File: src/rtl/adcsm_pkg.sv
// Shared constants, register map and types for the setup and conversion mode block
// Notes on behaviour
// - Eight setup slots, each holding config, filter, offset and gain; channel picks one.
// - Slot config drives amp gain, bypass, reference, buffers, burnout and excitation choices.
// - Slot filter selects filter type and an eleven-bit filter rate value.
// - Slot repeat field gives one to thirty-two conversions per channel visit.
// - Slot settling field sets a front-end delay before conversion starts.
// - Calibration results are written into offset or gain of the active slot.
// - Mode field selects continuous (reset), single sequence or duty cycling.
// - Two more codes select single sequence restarted by sync from idle or standby.
// - Continuous mode loops over enabled channels, wrapping to the lowest one.
// - Single sequence mode visits enabled channels once, then enters standby.
// - Register writes are dropped while a single sequence is converting.
// - Idle-by-sync holds modulator and filter in reset; sync pulse starts a sequence.
// - Standby-by-sync leaves standby on a sync pulse; registers are kept.
// - Repeat counts apply in standby-by-sync mode.
// - Duty cycling converts all enabled channels, stands by, then repeats autonomously.
// - Duty active share is one quarter, or one sixteenth when ratio bit set.
// - Duty cycling ignores repeat counts: one conversion per channel per cycle.
// - Channels are visited in increasing index order, lowest enabled first.
// - Each channel selection waits its slot settling time before converting.
package adcsm_pkg;

	localparam int NUM_SLOTS = 8;
	localparam int NUM_CH    = 16;

	// Printed offsets are word indices; byte address is four times these
	localparam logic [5:0] IDX_STATUS   = 6'h00;
	localparam logic [5:0] IDX_CONTROL  = 6'h01;
	localparam logic [5:0] IDX_CH_BASE  = 6'h09;
	localparam logic [5:0] IDX_CFG_BASE = 6'h19;
	localparam logic [5:0] IDX_FLT_BASE = 6'h21;
	localparam logic [5:0] IDX_OFS_BASE = 6'h29;
	localparam logic [5:0] IDX_GN_BASE  = 6'h31;
	localparam logic [5:0] IDX_MISC     = 6'h39;

	localparam logic [15:0] CONTROL_RST = 16'h4000;
	localparam logic [23:0] CH0_RST     = 24'h80_0100;
	localparam logic [23:0] CH_RST      = 24'h00_0100;
	localparam logic [15:0] CFG_RST     = 16'h0000;
	localparam logic [23:0] FLT_RST     = 24'h00_2030;
	localparam logic [15:0] OFS_RST     = 16'h8000;
	localparam logic [15:0] GAIN_RST    = 16'h8000;
	localparam logic [7:0]  MISC_RST    = 8'h00;

	localparam int CTL_MODE_LSB    = 2;
	localparam int CTL_DUTY_BIT    = 6;
	localparam int CH_EN_BIT       = 23;
	localparam int CH_SETUP_LSB    = 20;
	localparam int FLT_SETTLE_LSB  = 21;
	localparam int FLT_REPEAT_LSB  = 16;
	localparam int FLT_MODE_LSB    = 12;
	localparam int FLT_FS_LSB      = 0;
	localparam int MISC_REFHOLD    = 0;
	localparam int STAT_STANDBY_STATE_BIT   = 4;
	localparam int STAT_BUSY_BIT   = 5;

	localparam int DUTY_SHIFT_QUARTER   = 2;
	localparam int DUTY_SHIFT_SIXTEENTH = 4;

	typedef enum logic [3:0] {
		MODE_CONT      = 4'h0,
		MODE_SINGLE    = 4'h1,
		MODE_DUTY      = 4'h9,
		MODE_SYNC_IDLE = 4'hA,
		MODE_SYNC_STANDBY_STATE = 4'hB
	} adcsm_mode_t;

	typedef enum logic [2:0] {
		ST_IDLE   = 3'h0,
		ST_SETTLE = 3'h1,
		ST_CONV   = 3'h3,
		ST_STANDBY_STATE   = 3'h2,
		ST_PDOWN  = 3'h6
	} adcsm_state_t;

endpackage

File: src/rtl/adcsm_timer.sv
// Down counter that times settling, conversion and standby spans
`timescale 1ns/10ps
`default_nettype none
module adcsm_timer #(
	parameter int CNT_W = 24
) (
	// Clock and reset
	input  wire logic             pclk,
	input  wire logic             presetn,
	// Load and expiry
	input  wire logic             load,
	input  wire logic [CNT_W-1:0] load_val,
	output logic                  expired
);

	logic [CNT_W-1:0] cnt_q;

	always_ff @(posedge pclk or negedge presetn)
	begin
		if (!presetn)
			cnt_q <= '0;
		else if (load)
			cnt_q <= (load_val == '0) ? CNT_W'(1) : load_val;
		else if (cnt_q != '0)
			cnt_q <= cnt_q - CNT_W'(1);
	end

	// Last counted cycle; a zero count never fires
	// Independent of load, which is itself derived from expiry
	assign expired = (cnt_q == CNT_W'(1));

endmodule // adcsm_timer
`default_nettype wire

File: src/rtl/adcsm_top.sv
// APB register file and channel sequencer for the conversion modes
//
// Added by the designer: the APB slave port.
`timescale 1ns/10ps
`default_nettype none
module adcsm_top
	import adcsm_pkg::*;
#(
	parameter int CNT_W       = 24,
	parameter int CONV_UNIT   = 16,
	parameter int SETTLE_UNIT = 64
) (
	// Clock and reset
	input  wire logic        pclk,
	input  wire logic        presetn,
	// APB slave
	input  wire logic        psel,
	input  wire logic        penable,
	input  wire logic        pwrite,
	input  wire logic [7:0]  paddr,
	input  wire logic [31:0] pwdata,
	output logic [31:0]      prdata_q,
	output logic             pready_q,
	output logic             pslverr_q,
	// Sync pin, active low pulse
	input  wire logic        sync_n,
	// Calibration results
	input  wire logic        cal_valid,
	input  wire logic        cal_sel_gain,
	input  wire logic [15:0] cal_value,
	// Front end control
	output logic             conv_done_q,
	output logic [3:0]       active_ch_q,
	output logic             mod_reset_q,
	output logic             standby_state_q,
	output logic             ref_hold_q,
	output logic [15:0]      fe_config_q,
	output logic [3:0]       filter_type_q,
	output logic [10:0]      filter_rate_value_q
);

	logic [15:0]      control_q;
	logic [7:0]       misc_q;
	logic [23:0]      chan_q [NUM_CH];
	logic [15:0]      cfg_q  [NUM_SLOTS];
	logic [23:0]      flt_q  [NUM_SLOTS];
	logic [15:0]      ofs_q  [NUM_SLOTS];
	logic [15:0]      gain_q [NUM_SLOTS];
	logic [NUM_CH-1:0] en_vec;

	adcsm_state_t     state_q, state_d;
	logic [3:0]       cur_ch_q, ch_d;
	logic [4:0]       rep_q, rep_d;
	logic [CNT_W-1:0] act_q;
	logic [CNT_W-1:0] act_len;
	logic             sync_prev_q;
	logic             t_load, expired, go;
	logic [CNT_W-1:0] t_val;

	adcsm_mode_t      mode;
	logic [5:0]       idx;
	logic             setup_ph, access_wr, seq_busy, single_fam, ignore_wr, wr_ok, ctl_wr;
	logic             ch_hit, cfg_hit, flt_hit, ofs_hit, gn_hit;
	logic [3:0]       ch_idx;
	logic [2:0]       slot_idx, slot_cur, slot_nxt;
	logic [31:0]      rd_data;
	logic             rd_err;
	logic [4:0]       first, nxt;
	logic             sync_rise;

	assign mode      = adcsm_mode_t'(control_q[CTL_MODE_LSB +: 4]);
	assign idx       = paddr[7:2];
	assign setup_ph  = psel && !penable;
	assign access_wr = psel && penable && pready_q && pwrite;
	assign sync_rise = sync_n && !sync_prev_q;

	assign ch_hit  = (idx >= IDX_CH_BASE) && (idx < IDX_CFG_BASE);
	assign cfg_hit = (idx >= IDX_CFG_BASE) && (idx < IDX_FLT_BASE);
	assign flt_hit = (idx >= IDX_FLT_BASE) && (idx < IDX_OFS_BASE);
	assign ofs_hit = (idx >= IDX_OFS_BASE) && (idx < IDX_GN_BASE);
	assign gn_hit  = (idx >= IDX_GN_BASE) && (idx < IDX_MISC);
	assign ch_idx  = 4'(idx - IDX_CH_BASE);
	assign slot_idx = cfg_hit ? 3'(idx - IDX_CFG_BASE) :
	                  flt_hit ? 3'(idx - IDX_FLT_BASE) :
	                  ofs_hit ? 3'(idx - IDX_OFS_BASE) : 3'(idx - IDX_GN_BASE);

	assign seq_busy   = (state_q == ST_SETTLE) || (state_q == ST_CONV);
	assign single_fam = (mode == MODE_SINGLE) || (mode == MODE_SYNC_IDLE) || (mode == MODE_SYNC_STANDBY_STATE);
	assign ignore_wr  = seq_busy && single_fam;
	assign wr_ok      = access_wr && !ignore_wr;
	assign ctl_wr     = wr_ok && (idx == IDX_CONTROL);

	always_ff @(posedge pclk or negedge presetn)
	begin
		if (!presetn)
		begin
			control_q <= CONTROL_RST;
			misc_q    <= MISC_RST;
		end
		else
		begin
			if (ctl_wr)
				control_q <= pwdata[15:0];
			if (wr_ok && idx == IDX_MISC)
				misc_q <= pwdata[7:0];
		end
	end

	for (genvar g = 0; g < NUM_CH; g++)
	begin : g_ch
		always_ff @(posedge pclk or negedge presetn)
		begin
			if (!presetn)
				chan_q[g] <= (g == 0) ? CH0_RST : CH_RST;
			else if (wr_ok && ch_hit && ch_idx == 4'(g))
				chan_q[g] <= pwdata[23:0];
		end
		assign en_vec[g] = chan_q[g][CH_EN_BIT];
	end

	// Calibration wins over a bus write to the same word
	for (genvar s = 0; s < NUM_SLOTS; s++)
	begin : g_slot
		always_ff @(posedge pclk or negedge presetn)
		begin
			if (!presetn)
			begin
				cfg_q[s]  <= CFG_RST;
				flt_q[s]  <= FLT_RST;
				ofs_q[s]  <= OFS_RST;
				gain_q[s] <= GAIN_RST;
			end
			else
			begin
				if (wr_ok && cfg_hit && slot_idx == 3'(s))
					cfg_q[s] <= pwdata[15:0];
				if (wr_ok && flt_hit && slot_idx == 3'(s))
					flt_q[s] <= pwdata[23:0];
				if (cal_valid && !cal_sel_gain && slot_cur == 3'(s))
					ofs_q[s] <= cal_value;
				else if (wr_ok && ofs_hit && slot_idx == 3'(s))
					ofs_q[s] <= pwdata[15:0];
				if (cal_valid && cal_sel_gain && slot_cur == 3'(s))
					gain_q[s] <= cal_value;
				else if (wr_ok && gn_hit && slot_idx == 3'(s))
					gain_q[s] <= pwdata[15:0];
			end
		end
	end

	always_comb
	begin
		rd_data = '0;
		rd_err  = 1'b0;
		if (idx == IDX_STATUS)
			rd_data = {26'h000_0000, seq_busy, state_q == ST_STANDBY_STATE, cur_ch_q};
		else if (idx == IDX_CONTROL)
			rd_data = {16'h0000, control_q};
		else if (idx == IDX_MISC)
			rd_data = {24'h00_0000, misc_q};
		else if (ch_hit)
			rd_data = {8'h00, chan_q[ch_idx]};
		else if (cfg_hit)
			rd_data = {16'h0000, cfg_q[slot_idx]};
		else if (flt_hit)
			rd_data = {8'h00, flt_q[slot_idx]};
		else if (ofs_hit)
			rd_data = {16'h0000, ofs_q[slot_idx]};
		else if (gn_hit)
			rd_data = {16'h0000, gain_q[slot_idx]};
		else
			rd_err = 1'b1;
	end

	// One wait-free access phase; data latched in the setup cycle
	always_ff @(posedge pclk or negedge presetn)
	begin
		if (!presetn)
		begin
			pready_q  <= 1'b0;
			pslverr_q <= 1'b0;
			prdata_q  <= '0;
		end
		else
		begin
			pready_q  <= setup_ph;
			pslverr_q <= setup_ph && rd_err;
			if (setup_ph && !pwrite)
				prdata_q <= rd_data;
		end
	end

	// Lowest enabled channel at or above from; bit 4 set when none
	function automatic logic [4:0] next_en(input logic [NUM_CH-1:0] en, input logic [4:0] from);
		logic [4:0] r;
		r = 5'h10;
		for (int i = NUM_CH - 1; i >= 0; i--)
			if (en[i] && 5'(i) >= from)
				r = {1'b0, 4'(i)};
		return r;
	endfunction

	function automatic logic [CNT_W-1:0] settle_len(input logic [23:0] f);
		return CNT_W'((int'(f[FLT_SETTLE_LSB +: 3]) + 1) * SETTLE_UNIT);
	endfunction

	function automatic logic [CNT_W-1:0] conv_len(input logic [23:0] f);
		return CNT_W'((int'(f[FLT_FS_LSB +: 11]) + 1) * CONV_UNIT);
	endfunction

	assign first    = next_en(en_vec, 5'h00);
	assign nxt      = next_en(en_vec, {1'b0, cur_ch_q} + 5'h01);
	assign slot_cur = chan_q[cur_ch_q][CH_SETUP_LSB +: 3];
	assign slot_nxt = chan_q[ch_d][CH_SETUP_LSB +: 3];

	adcsm_timer #(
		.CNT_W    (CNT_W)
	) u_timer (
		.pclk     (pclk),
		.presetn  (presetn),
		.load     (t_load),
		.load_val (t_val),
		.expired  (expired)
	);

	always_comb
	begin
		state_d = state_q;
		ch_d    = cur_ch_q;
		rep_d   = rep_q;
		t_load  = 1'b0;
		t_val   = '0;
		go      = 1'b0;
		if (ctl_wr)
			state_d = ST_IDLE;
		else
		begin
			unique case (state_q)
				ST_IDLE:
				begin
					unique case (mode)
						MODE_CONT, MODE_SINGLE, MODE_DUTY: go = 1'b1;
						MODE_SYNC_IDLE, MODE_SYNC_STANDBY_STATE: go = sync_rise;
						default: state_d = ST_PDOWN;
					endcase
				end
				ST_SETTLE:
				begin
					if (expired)
					begin
						state_d = ST_CONV;
						t_load  = 1'b1;
						t_val   = conv_len(flt_q[slot_cur]);
						// Duty cycling makes one conversion per channel
						rep_d = (mode == MODE_DUTY) ? 5'h00 : flt_q[slot_cur][FLT_REPEAT_LSB +: 5];
					end
				end
				ST_CONV:
				begin
					if (expired)
					begin
						if (rep_q != 5'h00)
						begin
							rep_d  = rep_q - 5'h01;
							t_load = 1'b1;
							t_val  = conv_len(flt_q[slot_cur]);
						end
						else if (!nxt[4])
						begin
							ch_d    = nxt[3:0];
							state_d = ST_SETTLE;
							t_load  = 1'b1;
							t_val   = settle_len(flt_q[chan_q[nxt[3:0]][CH_SETUP_LSB +: 3]]);
						end
						else
						begin
							unique case (mode)
								MODE_CONT: go = 1'b1;
								MODE_SINGLE, MODE_SYNC_STANDBY_STATE: state_d = ST_STANDBY_STATE;
								MODE_SYNC_IDLE: state_d = ST_IDLE;
								MODE_DUTY:
								begin
									state_d = ST_STANDBY_STATE;
									t_load  = 1'b1;
									// Standby lasts three or fifteen times the active span
									t_val = control_q[CTL_DUTY_BIT] ?
										(act_len << DUTY_SHIFT_SIXTEENTH) - act_len :
										(act_len << DUTY_SHIFT_QUARTER) - act_len;
								end
								default: state_d = ST_IDLE;
							endcase
						end
					end
				end
				ST_STANDBY_STATE:
				begin
					// Registers are untouched while standing by
					if (mode == MODE_SYNC_STANDBY_STATE)
						go = sync_rise;
					else if (mode == MODE_DUTY)
						go = expired;
				end
				ST_PDOWN: state_d = ST_PDOWN;
			endcase
			if (go)
			begin
				if (first[4])
					state_d = ST_IDLE;
				else
				begin
					ch_d    = first[3:0];
					state_d = ST_SETTLE;
					t_load  = 1'b1;
					t_val   = settle_len(flt_q[chan_q[first[3:0]][CH_SETUP_LSB +: 3]]);
				end
			end
		end
	end

	always_ff @(posedge pclk or negedge presetn)
	begin
		if (!presetn)
		begin
			state_q     <= ST_IDLE;
			cur_ch_q    <= 4'h0;
			rep_q       <= 5'h00;
			sync_prev_q <= 1'b1;
		end
		else
		begin
			state_q     <= state_d;
			cur_ch_q    <= ch_d;
			rep_q       <= rep_d;
			sync_prev_q <= sync_n;
		end
	end

	// Counter lags by the closing busy cycle
	assign act_len = act_q + CNT_W'(1);

	// Active span of the current duty cycle
	always_ff @(posedge pclk or negedge presetn)
	begin
		if (!presetn)
			act_q <= '0;
		else if (go || ctl_wr)
			act_q <= '0;
		else if (seq_busy)
			act_q <= act_q + CNT_W'(1);
	end

	always_ff @(posedge pclk or negedge presetn)
	begin
		if (!presetn)
		begin
			conv_done_q         <= 1'b0;
			active_ch_q         <= 4'h0;
			mod_reset_q         <= 1'b1;
			standby_state_q     <= 1'b0;
			ref_hold_q          <= 1'b0;
			fe_config_q         <= CFG_RST;
			filter_type_q       <= FLT_RST[FLT_MODE_LSB +: 4];
			filter_rate_value_q <= FLT_RST[FLT_FS_LSB +: 11];
		end
		else
		begin
			conv_done_q         <= (state_q == ST_CONV) && expired && !ctl_wr;
			active_ch_q         <= ch_d;
			mod_reset_q         <= (state_d == ST_IDLE) || (state_d == ST_PDOWN);
			standby_state_q     <= state_d == ST_STANDBY_STATE;
			ref_hold_q          <= (state_d == ST_STANDBY_STATE) && misc_q[MISC_REFHOLD];
			fe_config_q         <= cfg_q[slot_nxt];
			filter_type_q       <= flt_q[slot_nxt][FLT_MODE_LSB +: 4];
			filter_rate_value_q <= flt_q[slot_nxt][FLT_FS_LSB +: 11];
		end
	end
endmodule // adcsm_top
`default_nettype wire

File: config.mk
export PLATFORM = sky130hd
export DESIGN_NAME = adcsm_top
export DESIGN_NICKNAME = d
export VERILOG_FILES = /design/src/rtl/adcsm_pkg.sv /design/src/rtl/adcsm_timer.sv /design/src/rtl/adcsm_top.sv
export SDC_FILE = /design/constraint.sdc
export NUM_CORES = 2
export LEC_CHECK = 0
export BUFFER_PORTS_ARGS = -buffer_cell sky130_fd_sc_hd__buf_4
export CORE_MARGIN = 5
export CORE_UTILIZATION = 25
export DETAILED_ROUTE_END_ITERATION = 10
export GPL_TIMING_DRIVEN = 0
export SYNTH_ARGS = -nofsm -noshare
export SYNTH_HDL_FRONTEND = slang
export SYNTH_SLANG_ARGS = --single-unit
File: constraint.sdc
create_clock -name pclk -period 5.9 [get_ports pclk]
set_clock_uncertainty 0.2 [all_clocks]
set_input_delay 1.18 -clock pclk [delete_from_list [all_inputs] [get_ports pclk]]
set_output_delay 1.18 -clock pclk [all_outputs]
set_load 0.02 [all_outputs]
# Word-level counts from Yosys, hierarchy flattened
# Cells that the tools add are included.
# totals
ff_bits	1114
latchBits	0
ram_bits	0
rom_bits	0
in_bits	64
output_inout_bits	73
elab_cells	504
memories	0
# op_classes
add_sub_neg	14
multipliers	0
div	0
magnitude_cmp	36
eq_ne	45
shift	0
mux	181
bitwise	11
n_reduce_logical	151
# ops
op	count
2-to-1 mux 16 bit	45
2-to-1 mux 24 bit	27
binary-select mux 24 bit (select 4 bit)	5
binary-select mux 24 bit (select 3 bit)	5
binary-select mux 16 bit (select 3 bit)	4
2-to-1 mux 23 bit	8
2-to-1 mux 5 bit	36
logical AND 1 bit	106
one-hot mux 24 bit (2 select lines)	1
subtractor 24 bit	2
equality test 4 bit (second input constant)	11
2-to-1 mux 21 bit	2
greater-or-equal comparator 4 x 5 -> 1 bit (first input constant)	8
nonzero test 2 bit	19
equality test 3 bit (second input constant)	10
2-to-1 mux 3 bit	10
2-to-1 mux 4 bit	7
greater-or-equal comparator 5 bit (second input constant)	5
2-to-1 mux 1 bit	25
inverter 4 -> 5 bit	5
adder 24 x 1 -> 24 bit (second input constant)	1
equality test 24 x 1 -> 1 bit (second input constant)	1
logical NOT 24 bit	1
< comparator 6 bit (second input constant)	4
42 further kinds	90

# Logic depth before layout (Yosys ltp)
# logic_depth
depth_word	38
depth_mapped	29
ltp_nobuf	24

# Hierarchy
# From an unflattened synthesis, not the netlist that was laid out.
# hier_totals
hier_cells	4975
hier_area_um2	60840.9
# by_module_without_submodules
module	instances	cells_per_inst	area_per_inst_um2	seq_area_each_um2
adcsm_top	1	4803	59231.8	27154.8
adcsm_timer	1	172	1609.0	600.6

# Least setup slack after synthesis
# Ideal clock, no wire load.
# synth_timing
kind	in2reg
from	in paddr[2]
to	reg ofs_q[101] (netlist bit)
setup_ns	0.137
t_arrival_ns	6.314
setup_slack_ns	-0.751
cell_stages	17
n_path_buf	7
path_cell_list	clkbuf_1 > buf_1 > buf_1 > clkbuf_1 > buf_1 > inv_1 > ha_1 > nand2b_1 > nor2_1 > nor3b_1 > o21ai_1 > or3_1 > clkbuf_1 > nor2_1 > clkbuf_1 > mux2i_1 > a21oi_1
# synth_via
elab_chain_cells	8
word_cells_on_any_way	20
# synth_rtl
item	line_no	text
start, declared	adcsm_top.sv:20	input wire logic [7:0] paddr,
greater-or-equal comparator 6 bit or < comparator 6 bit (tied branches)	adcsm_top.sv:80	assign ofs_hit = (idx >= IDX_OFS_BASE) && (idx < IDX_GN_BASE);
logical AND 1 bit	adcsm_top.sv:80	
2-to-1 mux 3 bit	adcsm_top.sv:85	ofs_hit ? 3'(idx - IDX_OFS_BASE) : 3'(idx - IDX_GN_BASE);
2-to-1 mux 3 bit	adcsm_top.sv:84	flt_hit ? 3'(idx - IDX_FLT_BASE) :
2-to-1 mux 3 bit	adcsm_top.sv:83	assign slot_idx = cfg_hit ? 3'(idx - IDX_CFG_BASE) :
equality test 3 x 1 -> 1 bit	adcsm_top.sv:141	else if (wr_ok && ofs_hit && slot_idx == 3'(s))
logical AND 1 bit *	adcsm_top.sv:141	
nonzero test 2 bit (no line) *	--	
end signal, assigned by index	adcsm_top.sv:140	ofs_q[s] <= cal_value;
end signal, assigned by index	adcsm_top.sv:142	ofs_q[s] <= pwdata[15:0];
end, declared	adcsm_top.sv:47	logic [15:0] ofs_q [NUM_SLOTS];
# Mark *: on every way between the ends. The rest lies on a longest branch, timed or not.
# A chain may end at the register's enable or synchronous reset.

==> results_dict.tcl <==
set metrics [dict create \
    synth.cell_area_um2 61400 \
    cts-root-buf "clkbuf_16" \
    yosysMostFrequentCell "dfrtp_1" \
    std_cell_rows 181 \
    die_w_um 505 \
    drtIter0Drc 5478 \
    finalMaxSlewViolations 0 \
    r2r-start "active_ch_q[1]" \
    r2r_end "u_timer.cnt_q[0]" \
    ys_seq_area_share_pct 45.2 \
    synthDominantCellAreaShare_pct 42.5 \
    die-height_um 505 \
    core_area_um2 244000 \
    max_slew.worst_pin.slew_ps 1270 \
    ir_drop_uv 275 \
    cts_hold_buf 0 \
    routabilityCongestion 0.974 \
    num-nets-final 5592 \
    syn_inst 5253 \
    cp_slowest_stage_delay_ps 430 \
    rsz0062_at_grt "yes" \
    start_util_pct 25.2 \
    portBuffers 85 \
    crit_path_start_kind "flip-flop" \
    drive_gt1_share_pct 31.6 \
    reg2regPathDepth 28 \
    status "finished with violations" \
    first_global_vias 46900 \
    grt_pass1_wl_um 340000 \
    cp_common_cell "buf_4" \
    hpwlAfterDp_um 174000 \
    p_total_w 0.0206 \
    path_max_fanout 10 \
    post-route-period-util_pct 101 \
    grt.overflow.total 0 \
    layout.cells.non_filler 8820 \
    ys_ff_latch 1106 \
    route.detailed.drc 0 \
    layout_setup_ws_ps -76.7 \
    vias 46700 \
    ys_top_cells_by_count "1,043 x dfrtp_1, 791 x mux2_2, 573 x nand2_1" \
    hold_path_class "primary input to asynchronous set/reset pin" \
    violations "negative setup slack" \
    ant_nets 0 \
    clk_pin_slew_worst_paths_ps 60 \
    period_minus_slack_ps 5980 \
    crit_slowest_cell "dfrtp_2" \
    cts.sink_count 1106 \
    grt.total_usage_pct 18.0 \
    p_per_area_nw_per_um2 288 \
    netlist_top_cells_area "dfrtp_1 43%, mux2_2 15%, mux4_2 11%, mux2i_1 7.3%, nand2_1 3.5%" \
    async_flop_share_pct 100 \
    cts_max_level 3 \
    synth_ff_type "dfrtp_1" \
    timing.fmax_ghz 0.167 \
    endpoint_kind "flip-flop" \
    synth_edf_count 0 \
    required_ps 6380 \
    setup_violations 6 \
    wl_um 238000 \
    ys_warn_count 0 \
    routedWlPerCell_um 26.9 \
    yosys.area.top_type "dfrtp_1" \
    antenna_found_initial 48 \
    die_area_um2 255000 \
    cts_tree "done" \
    io-pin-count 137 \
    path_class "flip-flop to flip-flop" \
    max_slew_margin_pct 15.4 \
    maxCapViolCount 0 \
    cts_buffers 117 \
    grt_max_degree 182 \
    cts_buffer_depth 3 \
    fin_util_pct 29.3 \
    crit_path_start "active_ch_q[1]" \
    hold_viol 0 \
    ys_types 93 \
    p_leak_nw 30.1 \
    insertion_delay_ps 770 \
    dr.pass1.iters 6 \
    rrSetupSlack_ps -80 \
    place_ws_ps -4220 \
    dp_cells 8557 \
    synth.avg_cell_area_um2 11.7 \
    area_growth_pct 16.3 \
    avgViaCountPerCell 5.30 \
    critical_path_arrival_ps 6450 \
]
-- metal layers --
layer / global-route usage [%] / wire length [µm]
met5: 0 / 109
met3: 5.71 / 25200
met4: 9.27 / 14100
met2: 27.0 / 104000
met1: 23.2 / 94500
-- metrics by stage --
step / hold WS, ps / cell area [µm²] / TNS [ps]
after floorplan: 239 / 61400 / 0
after global placement: 254 / 66100 / -
after detailed placement: 266 / 66300 / -2718310
after CTS: 191 / 71100 / -5.84
after global routing: 241 / 71300 / -2340
final: 176 / 71400 / -107
-- area by class of cell --
type	count	area, µm²
fill	24900	172000
antenna	28	70.1
clock buffer	166	3340
sequential	1106	27800
inverter	27	109
clock inverter	53	596
timing repair buffer	116	1070
multi-input combinational	3662	32200
tap	3202	4010
buffer	460	2260
-- kinds of logic (layout without fill, tap and decap cells) --
group / Yosys count / after routing / share of synthesized area [%]
multiplexers: 1552 / 1552 / 33.3
AND/OR/NAND/NOR: 1159 / 1159 / 8.19
flip-flops: 1106 / 1106 / 45.2
AO/OA/AOI/OAI: 805 / 805 / 7.72
buffers and inverters: 492 / 822 / 3.38
XOR/XNOR: 100 / 100 / 1.43
adder cells (fa/ha/maj): 38 / 38 / 0.775
other: 1 / 36 / 0.00611
-- placed cells by master (no fill, tap or decap), types with 17 or more instances in the layout --
| master | n |
|---|---|
| xnor2_1 | 51 |
| buf_2 | 20 |
| mux4_2 | 308 |
| xor2_1 | 48 |
| diode_2 | 28 |
| clkinv_2 | 27 |
| buf_6 | 23 |
| nor2_1 | 275 |
| nand2_1 | 571 |
| clkbuf_2 | 68 |
| o211ai_1 | 51 |
| mux2_2 | 790 |
| nand3_1 | 61 |
| a31oi_1 | 18 |
| o21ai_0 | 213 |
| ha_1 | 36 |
| mux2i_1 | 448 |
| nor3_1 | 45 |
| buf_4 | 130 |
| buf_1 | 40 |
| clkbuf_16 | 118 |
| clkbuf_1 | 284 |
| a21oi_1 | 282 |
| o21ai_1 | 60 |
| dfstp_2 | 63 |
| inv_1 | 23 |
| nand2b_1 | 17 |
| nor2_2 | 23 |
| clkbuf_4 | 17 |
| nor2b_1 | 19 |
| dfrtp_1 | 1041 |
| clkbuf_8 | 23 |
| and3_1 | 19 |
-- report_power, final --
part / internal (W) / leakage (nW) / total (W) / switching, W
sequential: 0.00791 / 14.9 / 0.00817 / 0.000264
combinational: 0.00178 / 13.3 / 0.00470 / 0.00292
clock: 0.00435 / 1.94 / 0.00771 / 0.00336
-- critical path: cells and delay by family, from the launching register on --
family | cells | cell delay [ps]
DFF | 1 | 430
buffers and inverters | 7 | 1190
adders and majority gates | 2 | 520
and+or+nand+nor | 7 | 1270
muxes | 3 | 770
AOI/OAI and AO/OA | 9 | 1480
-- worst max path at each step --
stage                             endpoint  depth (start not counted)  slack [ps]
final                     u_timer.cnt_q[0]                         28         -80
after global routing      u_timer.cnt_q[0]                         29        -270
after CTS                 u_timer.cnt_q[0]                         25          -6
after detailed placement      prdata_q[11]                         19       -4220
after global placement      active_ch_q[1]                          1      -11180
after floorplan               prdata_q[21]                         17           8
-- state kept, by name, indices dropped and copies added, names as in the netlist --
register and count:
act_q 24, active_ch_q 4, cfg_q 128, chan_q 384
control_q 16, conv_done_q 1, fe_config_q 16, filter_rate_value_q 11
filter_type_q 4, flt_q 192, gain_q 128, misc_q 8
mod_reset_q 1, ofs_q 128, prdata_q 24, pready_q 1
pslverr_q 1, ref_hold_q 1, rep_q 5, standby_state_q 1
state_q 3, sync_prev_q 1, u_timer.cnt_q 24
-- what timing repair did --
| action | CTS | global route |
|---|---|---|
| setup buffers | 18 | 3 |
| pin swaps | 10 | 11 |
| gates resized for setup | 222 | 77 |
| setup endpoints to repair | 1024 | 589 |
| hold endpoints to repair | 0 | 0 |
No activity file was read; power rests on OpenSTA's default activity.
